==> config.mk <==
export PLATFORM = sky130hd
export DESIGN_NAME = imld_decode
export DESIGN_NICKNAME = d
export VERILOG_FILES = /design/src/imld_pkg.sv /design/src/imld_decode.sv
export SDC_FILE = /design/constraint.sdc
export NUM_CORES = 1
export LEC_CHECK = 0
export ABC_CLOCK_PERIOD_IN_PS = 2800
export BUFFER_PORTS_ARGS = -buffer_cell sky130_fd_sc_hd__buf_2
export CAP_MARGIN = 10
export CORE_AREA = 2 2 105 107
export CTS_CLUSTER_SIZE = 16
export DETAILED_ROUTE_END_ITERATION = 8
export DIE_AREA = 0 0 107 109
export PLACE_DENSITY = 0.86
export SYNTH_ARGS = -nofsm -noshare
export SYNTH_HDL_FRONTEND = slang
export SYNTH_SLANG_ARGS = --single-unit
export TNS_END_PERCENT = 1
==> constraint.sdc <==
create_clock -name mclk -period 2.8 [get_ports mclk]
set_input_delay 0 -clock mclk [delete_from_list [all_inputs] [get_ports mclk]]
set_output_delay 0 -clock mclk [all_outputs]
set_load 0.05 [all_outputs]
==> src/imld_pkg.sv <==
// Package with constants and carrier types for the indexed byte load decoder.
package imld_pkg;

  localparam logic [7:0] PREFIX_EXT = 8'hce;
  localparam logic [7:0] OP_ABS_FROM_SECOND = 8'h7f;
  localparam logic [7:0] OP_PTR_FROM_SECOND = 8'h6f;
  localparam logic [7:0] OP_FIRST_FROM_SECOND = 8'h67;
  localparam logic [7:0] OP_SECOND_FROM_SECOND = 8'h77;
  localparam logic [2:0] GRP_TO_REG = 3'h2;
  localparam logic [2:0] GRP_TO_MEM = 3'h3;
  localparam logic [1:0] DST_PTR = 2'h0;
  localparam logic [1:0] DST_FIRST = 2'h1;
  localparam logic [1:0] DST_SECOND = 2'h3;
  localparam logic [1:0] SRC_FIRST_DISP = 2'h0;
  localparam logic [1:0] SRC_SECOND_DISP = 2'h1;
  localparam logic [1:0] SRC_FIRST_LOW = 2'h2;
  localparam logic [1:0] SRC_SECOND_LOW = 2'h3;
  localparam logic [7:0] PAGE_SMALL = 8'h00;
  localparam logic [23:0] ADDR_RESET = 24'h000000;
  localparam logic [7:0] BYTE_RESET = 8'h00;

  typedef enum logic [1:0] {
    IMLD_IDLE = 2'b00,
    IMLD_READ = 2'b01,
    IMLD_WRITE = 2'b10
  } imld_state_e;

  // Register values that the core presents with each instruction.
  typedef struct packed {
    logic [7:0] pageBase;
    logic [7:0] expandPage;
    logic [7:0] firstIndexPage;
    logic [7:0] secondIndexPage;
    logic [15:0] firstIndex;
    logic [15:0] secondIndex;
    logic [15:0] pointerPair;
  } imld_regs_s;

  // One instruction handed over by the fetch stage.
  typedef struct packed {
    logic prefixed;
    logic [7:0] opcode;
    logic [7:0] operand;
  } imld_instr_s;

  typedef struct packed {
    imld_state_e state;
    logic [23:0] dstAddr;
    logic toReg;
    logic busy;
    logic memReq;
    logic memWe;
    logic [23:0] memAddr;
    logic [7:0] memWdata;
    logic regWe;
    logic [1:0] regSel;
    logic [7:0] regData;
    logic done;
    logic illegal;
  } imld_core_s;

endpackage

==> src/imld_decode.sv <==
// Decoder and sequencer for the indexed and page-based byte load group.
// Notes on behaviour
// - Opcode 7FH with one absolute byte copies [second index] to {page base, absolute byte}.
// - In the large models the absolute target uses the expand page and the second-index source its own page.
// - Opcode 6FH copies [second index] to the pointer pair address, expand page for target, second index page for source.
// - Opcodes 67H and 77H copy [second index] to the first or second index address, paged by that register's page.
// - Every displacement byte is a signed value from -128 to 127 added to the index register.
// - Working register loads from first index plus displacement use the first index page in large models.
// - Prefix CEH with 68H or 78H copies [first index plus displacement] to the address of the selected index register.
// - Prefix CEH with 41H, 49H, 51H or 59H loads A, B, L or H from second index plus displacement, second index page.
// - Prefix CEH with 61H copies [second index plus displacement] to the pointer pair, expand page for the target.
// - Prefix CEH with 69H or 79H copies [second index plus displacement] to the selected index register address.
// - Prefix CEH with 42H, 4AH, 52H or 5AH loads a working register from first index plus low pointer byte.
// - The low pointer byte used as an offset is sign extended to -128..127 before the add.
// - Prefix CEH with 62H copies [first index plus low pointer byte] to the pointer pair address.
// - Prefix CEH with 6AH or 7AH copies [first index plus low pointer byte] to the selected index register address.
// - Prefix CEH with 43H, 4BH, 53H or 5BH loads a working register from second index plus low pointer byte.
`timescale 1ns/1ps
`default_nettype none

module imld_decode (
  input wire logic mclk,
  input wire logic sys_rst,
  input wire logic largeModel,
  input wire logic instrStart,
  input wire imld_pkg::imld_instr_s instr,
  input wire imld_pkg::imld_regs_s regs,
  input wire logic memAck,
  input wire logic [7:0] memRdata,
  output logic busy,
  output logic memReq,
  output logic memWe,
  output logic [23:0] memAddr,
  output logic [7:0] memWdata,
  output logic regWe,
  output logic [1:0] regSel,
  output logic [7:0] regData,
  output logic done,
  output logic illegal
);

  imld_pkg::imld_core_s core_reg;
  imld_pkg::imld_core_s core_next;

  logic [7:0] pgExpand;
  logic [7:0] pgFirst;
  logic [7:0] pgSecond;
  logic [15:0] offsetExt;
  logic [1:0] srcMode;
  logic [2:0] opGroup;
  logic [1:0] dstField;
  logic legal;
  logic destIsReg;
  logic [23:0] srcAddr;
  logic [23:0] dstAddr;

  // Small models see page zero; large models take the page registers as they stand.
  assign pgExpand = largeModel ? regs.expandPage : imld_pkg::PAGE_SMALL;
  assign pgFirst = largeModel ? regs.firstIndexPage : imld_pkg::PAGE_SMALL;
  assign pgSecond = largeModel ? regs.secondIndexPage : imld_pkg::PAGE_SMALL;
  assign srcMode = instr.opcode[1:0];
  assign opGroup = instr.opcode[7:5];
  assign dstField = instr.opcode[4:3];

  always_comb begin
    logic [7:0] offsetByte;
    offsetByte = instr.operand;
    if (srcMode[1]) begin
      offsetByte = regs.pointerPair[7:0];
    end
    offsetExt = {{8{offsetByte[7]}}, offsetByte};
  end

  always_comb begin
    legal = 1'b0;
    destIsReg = 1'b0;
    srcAddr = imld_pkg::ADDR_RESET;
    dstAddr = imld_pkg::ADDR_RESET;
    if (!instr.prefixed) begin
      srcAddr = {pgSecond, regs.secondIndex};
      unique case (instr.opcode)
        imld_pkg::OP_ABS_FROM_SECOND: begin
          legal = 1'b1;
          dstAddr = {pgExpand, regs.pageBase, instr.operand};
        end
        imld_pkg::OP_PTR_FROM_SECOND: begin
          legal = 1'b1;
          dstAddr = {pgExpand, regs.pointerPair};
        end
        imld_pkg::OP_FIRST_FROM_SECOND: begin
          legal = 1'b1;
          dstAddr = {pgFirst, regs.firstIndex};
        end
        imld_pkg::OP_SECOND_FROM_SECOND: begin
          legal = 1'b1;
          dstAddr = {pgSecond, regs.secondIndex};
        end
        default: begin
          legal = 1'b0;
        end
      endcase
    end else if (instr.opcode[2] == 1'b0) begin
      // The page byte is concatenated after the 16-bit sum, so a carry never reaches it.
      unique case (srcMode)
        imld_pkg::SRC_FIRST_DISP: srcAddr = {pgFirst, 16'(regs.firstIndex + offsetExt)};
        imld_pkg::SRC_SECOND_DISP: srcAddr = {pgSecond, 16'(regs.secondIndex + offsetExt)};
        imld_pkg::SRC_FIRST_LOW: srcAddr = {pgFirst, 16'(regs.firstIndex + offsetExt)};
        imld_pkg::SRC_SECOND_LOW: srcAddr = {pgSecond, 16'(regs.secondIndex + offsetExt)};
      endcase
      if (opGroup == imld_pkg::GRP_TO_REG) begin
        legal = 1'b1;
        destIsReg = 1'b1;
      end else if (opGroup == imld_pkg::GRP_TO_MEM) begin
        unique case (dstField)
          imld_pkg::DST_PTR: begin
            legal = 1'b1;
            dstAddr = {pgExpand, regs.pointerPair};
          end
          imld_pkg::DST_FIRST: begin
            legal = 1'b1;
            dstAddr = {pgFirst, regs.firstIndex};
          end
          imld_pkg::DST_SECOND: begin
            legal = 1'b1;
            dstAddr = {pgSecond, regs.secondIndex};
          end
          default: begin
            legal = 1'b0;
          end
        endcase
      end
    end
  end

  always_comb begin
    core_next = core_reg;
    core_next.done = 1'b0;
    core_next.illegal = 1'b0;
    core_next.regWe = 1'b0;
    unique case (core_reg.state)
      imld_pkg::IMLD_IDLE: begin
        if (instrStart) begin
          if (legal) begin
            core_next.state = imld_pkg::IMLD_READ;
            core_next.busy = 1'b1;
            core_next.memReq = 1'b1;
            core_next.memWe = 1'b0;
            core_next.memAddr = srcAddr;
            core_next.dstAddr = dstAddr;
            core_next.toReg = destIsReg;
            core_next.regSel = dstField;
          end else begin
            core_next.illegal = 1'b1;
            core_next.done = 1'b1;
          end
        end
      end
      imld_pkg::IMLD_READ: begin
        if (memAck) begin
          if (core_reg.toReg) begin
            // Only the data register is written; no flag update exists on this path.
            core_next.regWe = 1'b1;
            core_next.regData = memRdata;
            core_next.memReq = 1'b0;
            core_next.busy = 1'b0;
            core_next.done = 1'b1;
            core_next.state = imld_pkg::IMLD_IDLE;
          end else begin
            core_next.memWe = 1'b1;
            core_next.memAddr = core_reg.dstAddr;
            core_next.memWdata = memRdata;
            core_next.state = imld_pkg::IMLD_WRITE;
          end
        end
      end
      imld_pkg::IMLD_WRITE: begin
        if (memAck) begin
          core_next.memReq = 1'b0;
          core_next.memWe = 1'b0;
          core_next.busy = 1'b0;
          core_next.done = 1'b1;
          core_next.state = imld_pkg::IMLD_IDLE;
        end
      end
      default: begin
        core_next.state = imld_pkg::IMLD_IDLE;
        core_next.memReq = 1'b0;
        core_next.memWe = 1'b0;
        core_next.busy = 1'b0;
      end
    endcase
  end

  always_ff @(posedge mclk or posedge sys_rst) begin
    if (sys_rst) begin
      core_reg.state <= imld_pkg::IMLD_IDLE;
      core_reg.dstAddr <= imld_pkg::ADDR_RESET;
      core_reg.toReg <= 1'b0;
      core_reg.busy <= 1'b0;
      core_reg.memReq <= 1'b0;
      core_reg.memWe <= 1'b0;
      core_reg.memAddr <= imld_pkg::ADDR_RESET;
      core_reg.memWdata <= imld_pkg::BYTE_RESET;
      core_reg.regWe <= 1'b0;
      core_reg.regSel <= 2'h0;
      core_reg.regData <= imld_pkg::BYTE_RESET;
      core_reg.done <= 1'b0;
      core_reg.illegal <= 1'b0;
    end else begin
      core_reg <= core_next;
    end
  end

  assign busy = core_reg.busy;
  assign memReq = core_reg.memReq;
  assign memWe = core_reg.memWe;
  assign memAddr = core_reg.memAddr;
  assign memWdata = core_reg.memWdata;
  assign regWe = core_reg.regWe;
  assign regSel = core_reg.regSel;
  assign regData = core_reg.regData;
  assign done = core_reg.done;
  assign illegal = core_reg.illegal;

endmodule

`default_nettype wire

==> metrics.md, run 1 <==
| Metric | Value |
|---|---|
| Max transition margin | `0.5186` |
| Post-cts hold buffer count | `12` |
| Hold Fails Final Rpt | `0` |
| Run status | `completed` |
| Area of the die | `~0.012 mm^2` |
| Gp weighted congestion | `between 0.9 and 1` |
| Maximum Capacitance Violations | `0` |
| Final HPWL DP | `between 10 and 15 mm` |
| Final ANT Viol Nets | `0` |
| Cell types with the highest counts after synthesis | `118 x sky130_fd_sc_hd__nand2_1, 74 x sky130_fd_sc_hd__dfrtp_1, 46 x sky130_fd_sc_hd__buf_4, 46 x sky130_fd_sc_hd__nor2_1, 44 x sky130_fd_sc_hd__mux2i_1` |
| Longest Clk Path Bufs | `2` |
| Core Footprint | `~0.011 mm^2` |
| Hold/Removal Path Class | `in2reg` |
| Total CTS buffers | `9` |
| Clock edge transition at the registers on the reported setup and hold paths | `about 0.070 ns` |
| Post-synth net total | `between 800 and 900` |
| Post-synthesis sequential area ratio | `0.3081` |
| Number of detailed-route iterations in the first pass | `5` |
| Die extent in x | `between 100 and 150 um` |
| Maximum VDD drop | `approximately 490 uV` |
| Final worst clock skew | `between 0.006 and 0.007 ns` |
| Synth Register Bits | `between 70 and 80` |
| Via density per instance | `approximately 6.1` |
| Static power due to leakage | `~0.0032 uW` |
| Setup repair after global routing missed its margin | `false` |
| Startpoint-to-endpoint class of the critical path | `in2reg` |
| Arr. time, crit path | `roughly 2.5 ns` |
| Root buffer cell | `sky130_fd_sc_hd__clkbuf_8` |
| Slew Viols, Final | `0` |
| CTS HTree Levels | `3` |
| Hold slack | `roughly 0.028 ns` |
| Number of setup buffers added after CTS | `0` |
| Number of flip-flops in the largest register | `27` |
| Library cell with the highest instance count after synthesis | `sky130_fd_sc_hd__nand2_1` |
| Final period utilization | `0.8066` |
| EDFF count, synth | `0` |
| Syn_area_per_cell | `~8.7 um^2` |
| Final Setup Violations | `0` |
| Share of synthesized flip-flops with an asynchronous set or reset | `1.000` |
| Clk sinks | `74` |
| Ys flop type | `sky130_fd_sc_hd__dfrtp_1` |
| Setup TNS Final | `0 ns` |
| Worst slew pin tran | `about 0.7 ns` |
| Dominant cell type by area after synthesis | `sky130_fd_sc_hd__dfrtp_1` |
| Data required, critical path | `roughly 3 ns` |
| Global-route usage over all layers | `0.2974` |
| Routed via count | `about 5700` |
| Pin count of the biggest net entering global routing | `between 40 and 50` |
| Antenna violations before repair | `0` |
| Post-synth cell types | `66` |
| DRC | `0` |
| CTS tree | `done` |
| Routed WL per cell | `~18 um` |
| PwrDens | `approximately 600 mW/mm^2` |
| Crit start category | `input port` |
| Critical Path Sink Type | `register` |
| Largest cells by area after synthesis | `sky130_fd_sc_hd__dfrtp_1 31%, sky130_fd_sc_hd__nand2_1 7.4%, sky130_fd_sc_hd__mux2i_1 7.3%` |
| I/O pins | `between 150 and 200` |
| Post-synthesis instance total | `688` |
| Count of standard-cell rows | `38` |
| Number of global-route vias before repair | `between 5000 and 6000` |
| Floorplan die height | `109 um` |
| Netlist Area Pre-Place | `0.006011 mm^2` |
| Shortest clock period the worst path allows after layout | `between 2 and 2.5 ns` |
| First-iteration detailed-routing DRC count | `approximately 700` |
| Largest fanout on the critical path | `9` |
| Effective utilization at floorplan | `0.5669` |
| Latest clock arrival within the worst-skew pair | `0.35 ns` |
| Count of yosys warnings during synthesis | `0` |
| Layout cells sized above 1 | `0.2975` |
| Global-route wire length before repair | `27.03 mm` |
| Number of buffers added on ports | `roughly 160` |
| # resized after CTS | `0` |
| Net count reported at finish | `922` |
| Peak clock frequency supported by timing | `about 440 MHz` |
| Number of inserted diodes | `0` |
| Global route overflow | `0` |
| DRT Wirelength | `between 15 and 20 mm` |
| Area share of the largest cell type after synthesis | `0.3081` |
| Area growth from synthesis to final layout | `13.72%` |
==> per-stage QoR <==
stage | instance area (um^2) | utilization | setup WS (ns) | std cells | power, uW
after floorplan | 6011 | - | 0.2727 | 688 | 3069
after global placement | 6530 | 0.6159 | 0.2909 | 913 | 3266
after detailed placement | 6530 | 0.6159 | 0.2103 | 913 | 3305
after CTS | 6835 | 0.6447 | 0.5820 | 940 | 4114
after global routing | 6835 | 0.6447 | 0.4430 | 940 | 4329
final | 6835 | 0.6447 | 0.5416 | 940 | 4120
==> path summary, 6_finish.rpt <==
check / startpoint / end / slack (ns) / cells after the start
min in group asynchronous: sys_rst / memAddr[20] / 0.32 / 3
worst max register to register: core_reg[74] / memAddr[3] / 0.77 / 5
worst max-delay path: instr[9] / memAddr[8] / 0.54 / 11
worst min-delay path: largeModel / memAddr[23] / 0.03 / 4
worst min register to register: memWdata[6] / memWdata[6] / 0.48 / 2
max in group asynchronous: sys_rst / core_reg[56] / 1.72 / 4
==> layout make-up <==
class                   instances  area, um^2
fillers                       878        3767
flip-flops and latches         74        1852
repair buffers                184        1018
inverters                      11       41.29
clock buffers                  12       145.1
well taps                     140       175.2
multi-input cells             516        3563
clock inverters                 3       40.04
==> cell families after synthesis <==
group	share of synthesized area
AOI/OAI and AO/OA	0.2046
adders and majority gates	0.03455
DFF	0.3081
buffers and inverters	0.09950
muxes	0.1801
xor gates and xnor gates	0.01311
and+or+nand+nor	0.1601
==> critical path, cell delays in order <==
cell and delay (ns):
sky130_fd_sc_hd__buf_2 0.18, sky130_fd_sc_hd__mux2_2 0.25, sky130_fd_sc_hd__ha_1 0.18, sky130_fd_sc_hd__inv_1 0.07
sky130_fd_sc_hd__fa_1 0.50, sky130_fd_sc_hd__nor2b_4 0.16, sky130_fd_sc_hd__o211ai_1 0.09, sky130_fd_sc_hd__a21boi_0 0.35
sky130_fd_sc_hd__mux2_1 0.37, sky130_fd_sc_hd__a211oi_1 0.24, sky130_fd_sc_hd__o31ai_1 0.08
==> per-layer routing <==
metal / GRT usage / vias up / share of wire
li1: - / 2669 / -
met5: 0 / - / 0
met4: 0.1215 / 0 / 0.023
met2: 0.4691 / 341 / 0.46
met3: 0.04124 / 41 / 0.082
met1: 0.4151 / 2662 / 0.44
==> cells in the final DEF (no fill, tap or decap), types with 6 or more instances in the layout <==
master / count
sky130_fd_sc_hd__inv_1: 9
sky130_fd_sc_hd__ha_1: 15
sky130_fd_sc_hd__a32oi_1: 16
sky130_fd_sc_hd__a21oi_1: 41
sky130_fd_sc_hd__mux2i_1: 44
sky130_fd_sc_hd__dlygate4sd3_1: 12
sky130_fd_sc_hd__nand3_1: 6
sky130_fd_sc_hd__nand2_1: 118
sky130_fd_sc_hd__nor2_1: 46
sky130_fd_sc_hd__o21ai_1: 27
sky130_fd_sc_hd__dfrtp_1: 74
sky130_fd_sc_hd__nor3_1: 15
sky130_fd_sc_hd__nor2b_1: 8
sky130_fd_sc_hd__a221oi_1: 8
sky130_fd_sc_hd__mux2_2: 24
sky130_fd_sc_hd__clkbuf_8: 10
sky130_fd_sc_hd__mux4_2: 16
sky130_fd_sc_hd__xnor2_1: 6
sky130_fd_sc_hd__a31oi_1: 9
sky130_fd_sc_hd__o21ai_0: 43
sky130_fd_sc_hd__buf_4: 15
sky130_fd_sc_hd__buf_2: 157
==> power by group <==
part           internal (uW)  switching [uW]
combinational            583            1290
sequential              1290             150
clock                    429             375
total                   2310            1810
Note: power is estimated with default switching activity, not from simulation.
==> run 2: changes to the inputs <==
- ABC_CLOCK_PERIOD_IN_PS: 2800 -> 2040
- CORE_AREA: 2 2 105 107 -> 2 2 114 116
- DIE_AREA: 0 0 107 109 -> 0 0 116 118
- PLACE_DENSITY: 0.86 -> 0.77
- clock period: 2.8 -> 2.04 ns (I/O delays scaled with it)
==> metrics.md, run 2 (synthesis gave the netlist of run 1 again) <==
| Metric | Value |
|---|---|
| Static power due to leakage | `0.003636 uW (+13%)` |
| Routed via count | `5902 (+3.3%)` |
| CTS HTree Levels | `3 (unchanged)` |
| Floorplan die height | `118 um (+8.3%)` |
| Arr. time, crit path | `2.23 ns (-0.24 ns)` |
| Largest fanout on the critical path | `8 (-1)` |
| Hold Fails Final Rpt | `0 (unchanged)` |
| DRT Wirelength | `17.58 mm (+2.1%)` |
| Pin count of the biggest net entering global routing | `49 (+6.5%)` |
| CTS tree | `done` |
| Number of buffers added on ports | `157 (unchanged)` |
| Latest clock arrival within the worst-skew pair | `0.33 ns (-0.02 ns)` |
| PnR worst setup slack | `0.01995 ns (-0.5217 ns)` |
| Data required, critical path | `2.25 ns (-0.76 ns)` |
| Maximum Capacitance Violations | `0 (unchanged)` |
| Layout cells sized above 1 | `0.3731 (+0.07562)` |
| Number of detailed-route iterations in the first pass | `6 (+1)` |
| Die extent in x | `116 um (+8.4%)` |
| Max transition margin | `0.5864 (+0.06779)` |
| Area of the die | `0.01369 mm^2 (+17%)` |
| Final HPWL DP | `13.24 mm (+1.3%)` |
| Cell at the slowest stage of the critical path | `sky130_fd_sc_hd__mux2_2` |
| Slew Viols, Final | `0 (unchanged)` |
| Critical Path Sink Type | `register` |
| Clock network power share | `0.241 (+0.046)` |
| Maximum VDD drop | `394.1 uV (-19%)` |
| Startpoint-to-endpoint class of the critical path | `in2reg` |
| Clk sinks | `74 (unchanged)` |
| Count of fill cells added during filler insertion | `1090 (+24%)` |
| Number of flip-flops in the largest register | `27 (unchanged)` |
| Core Footprint | `0.01241 mm^2 (+17%)` |
| Global-route wire length before repair | `27.96 mm (+3.4%)` |
| Routed WL per cell | `16.97 um (-7.3%)` |
| Run status | `completed` |
| Global-route usage over all layers | `0.2575 (-0.03981)` |
| Total CTS buffers | `9 (unchanged)` |
| Total power after layout | `6312 uW (+53%)` |
| Antenna violations before repair | `1 (+1)` |
| I/O pins | `158 (unchanged)` |
| Final period utilization | `0.9902` |
| Power dissipated by switching net loads | `2590 uW (+43%)` |
| DRC | `0 (unchanged)` |
| Global route overflow | `0 (unchanged)` |
| Final Setup Violations | `0 (unchanged)` |
| Sequential share of power | `0.312 (-0.038)` |
| Post-placement setup slack | `-0.4169 ns (-0.6273 ns)` |
| Root buffer cell | `sky130_fd_sc_hd__clkbuf_16` |
| Leading cell types in the layout, fill and taps excluded | `155 x sky130_fd_sc_hd__buf_2, 118 x sky130_fd_sc_hd__nand2_1, 74 x sky130_fd_sc_hd__dfrtp_1, 74 x sky130_fd_sc_hd__buf_4, 45 x sky130_fd_sc_hd__nor2_1` |
| Most common cell after layout, fill and taps aside | `sky130_fd_sc_hd__buf_2` |
| Number of global-route vias before repair | `5585 (+3.0%)` |
| Hold/Removal Path Class | `in2reg` |
| Final worst clock skew | `0.005171 ns (-0.001256 ns)` |
| Family with the most delay on the worst path | `compound AO/OA/AOI/OAI gates` |
| Buf+Inv Stages, Crit Path | `3 (+1)` |
| Clock edge transition at the registers on the reported setup and hold paths | `0.06 ns (about the same)` |
| Fraction of power spent switching nets | `0.4103 (-0.03006)` |
| Post-placement cell area | `0.007142 mm^2 (+9.4%)` |
| Area growth from synthesis to final layout | `27.56%` |
| Worst slew pin tran | `0.6195 ns (-0.1015 ns)` |
| Shortest clock period the worst path allows after layout | `2.020 ns` |
| Setup repair after global routing missed its margin | `true` |
| Finished Cell Area | `0.007667 mm^2 (+12%)` |
| First-iteration detailed-routing DRC count | `469 (-33%)` |
| Critical Path Most Common Cell | `sky130_fd_sc_hd__buf_4` |
| Combinational group share of total power | `0.447 (-0.007)` |
| Net count reported at finish | `985 (+6.8%)` |
| Gp weighted congestion | `0.8973 (-7.2%)` |
| Effective utilization at floorplan | `0.4842 (-0.08273)` |
| Via density per instance | `5.697 (-6.3%)` |
| Int Pwr | `3722 uW (+61%)` |
| Crit start category | `input port` |
| Count of standard-cell rows | `41 (+7.9%)` |
| PwrDens | `823.3 mW/mm^2 (+37%)` |
| Final ANT Viol Nets | `0 (unchanged)` |
| Critical Path, Cell by Cell | `buf_4 > buf_12 > buf_4 > mux2_2 > ha_1 > a21oi_1 > nand2_1 > a211o_1 > a21oi_2 > xnor2_1 > o221a_1` |
| Slowest cell delay on critical path | `0.35 ns (-0.15 ns)` |
| Longest Clk Path Bufs | `2 (unchanged)` |
| Peak clock frequency supported by timing | `slightly below 500 MHz` |
-- run 2: cell type report --
cell class | instances | area, um^2 | area share
flip-flops and latches | 74 | 1852 | 0.2415
clock inverters | 3 | 40.04 | 0.005222
repair buffers | 247 | 1563 | 0.2038
well taps | 172 | 215.2 | 0.02807
inverters | 11 | 41.29 | 0.005385
clock buffers | 12 | 246.5 | 0.03215
multi-input cells | 516 | 3707 | 0.4835
diodes | 1 | 2.502 | 0.0003264
-- run 2: path summary, 6_finish.rpt --
path	startpoint	to	slack, ns	depth (start not counted)
worst max register to register	core_reg[73]	core_reg[69]	0.28	6
worst max-delay path	instr[8]	memAddr[13]	0.02	11
min in group asynchronous	sys_rst	regData[4]	0.30	3
worst min register to register	memWdata[0]	memWdata[0]	0.47	2
worst min-delay path	instr[12]	regSel[1]	0.04	3
max in group asynchronous	sys_rst	core_reg[61]	1.09	4
-- run 2: what timing repair did --
item / 4_1_cts / 5_1_grt
endpoints found under the setup margin: 5 / 12
setup buffers: 1 / 1
hold endpoints to repair: 46 / 0
pin swaps: 3 / 2
resized for setup: 2 / 23
hold buffers: 12 / 0
-- run 2: through the flow --
step	setup TNS [ns]	utilization	instances	hold slack, ns
global route	-0.08491	0.6176	1036	0.06231
floorplan	-0.7303	-	688	0.09411
CTS	0	0.6092	1034	0.02118
detailed placement	-2.944	0.5753	1006	0.1203
global placement	-2.444	0.5753	1006	0.1200
finish	0	0.6176	1036	0.03611
-- run 2: layer usage --
metal	vias to the layer above	wire length [um]	GRT usage
met5	-	0	0
met4	0	389	0.08557
met3	30	1311	0.04583
met2	289	8283	0.4108
met1	2785	7595	0.3524
li1	2798	-	-
-- run 2: power by group through the flow --
stage	registers [uW]	clock network, uW	logic (uW)
global placement	1990	0	2670
finish	1970	1520	2820
detailed placement	1990	0	2720
floorplan	1970	0	2260
global route	2010	1620	3010
CTS	1970	1550	2750
-- run 2: tightest hold or removal path, delay by kind of cell --
family          cells  cell delay (ns)
compound gates      1             0.08
buf+inv             2             0.25
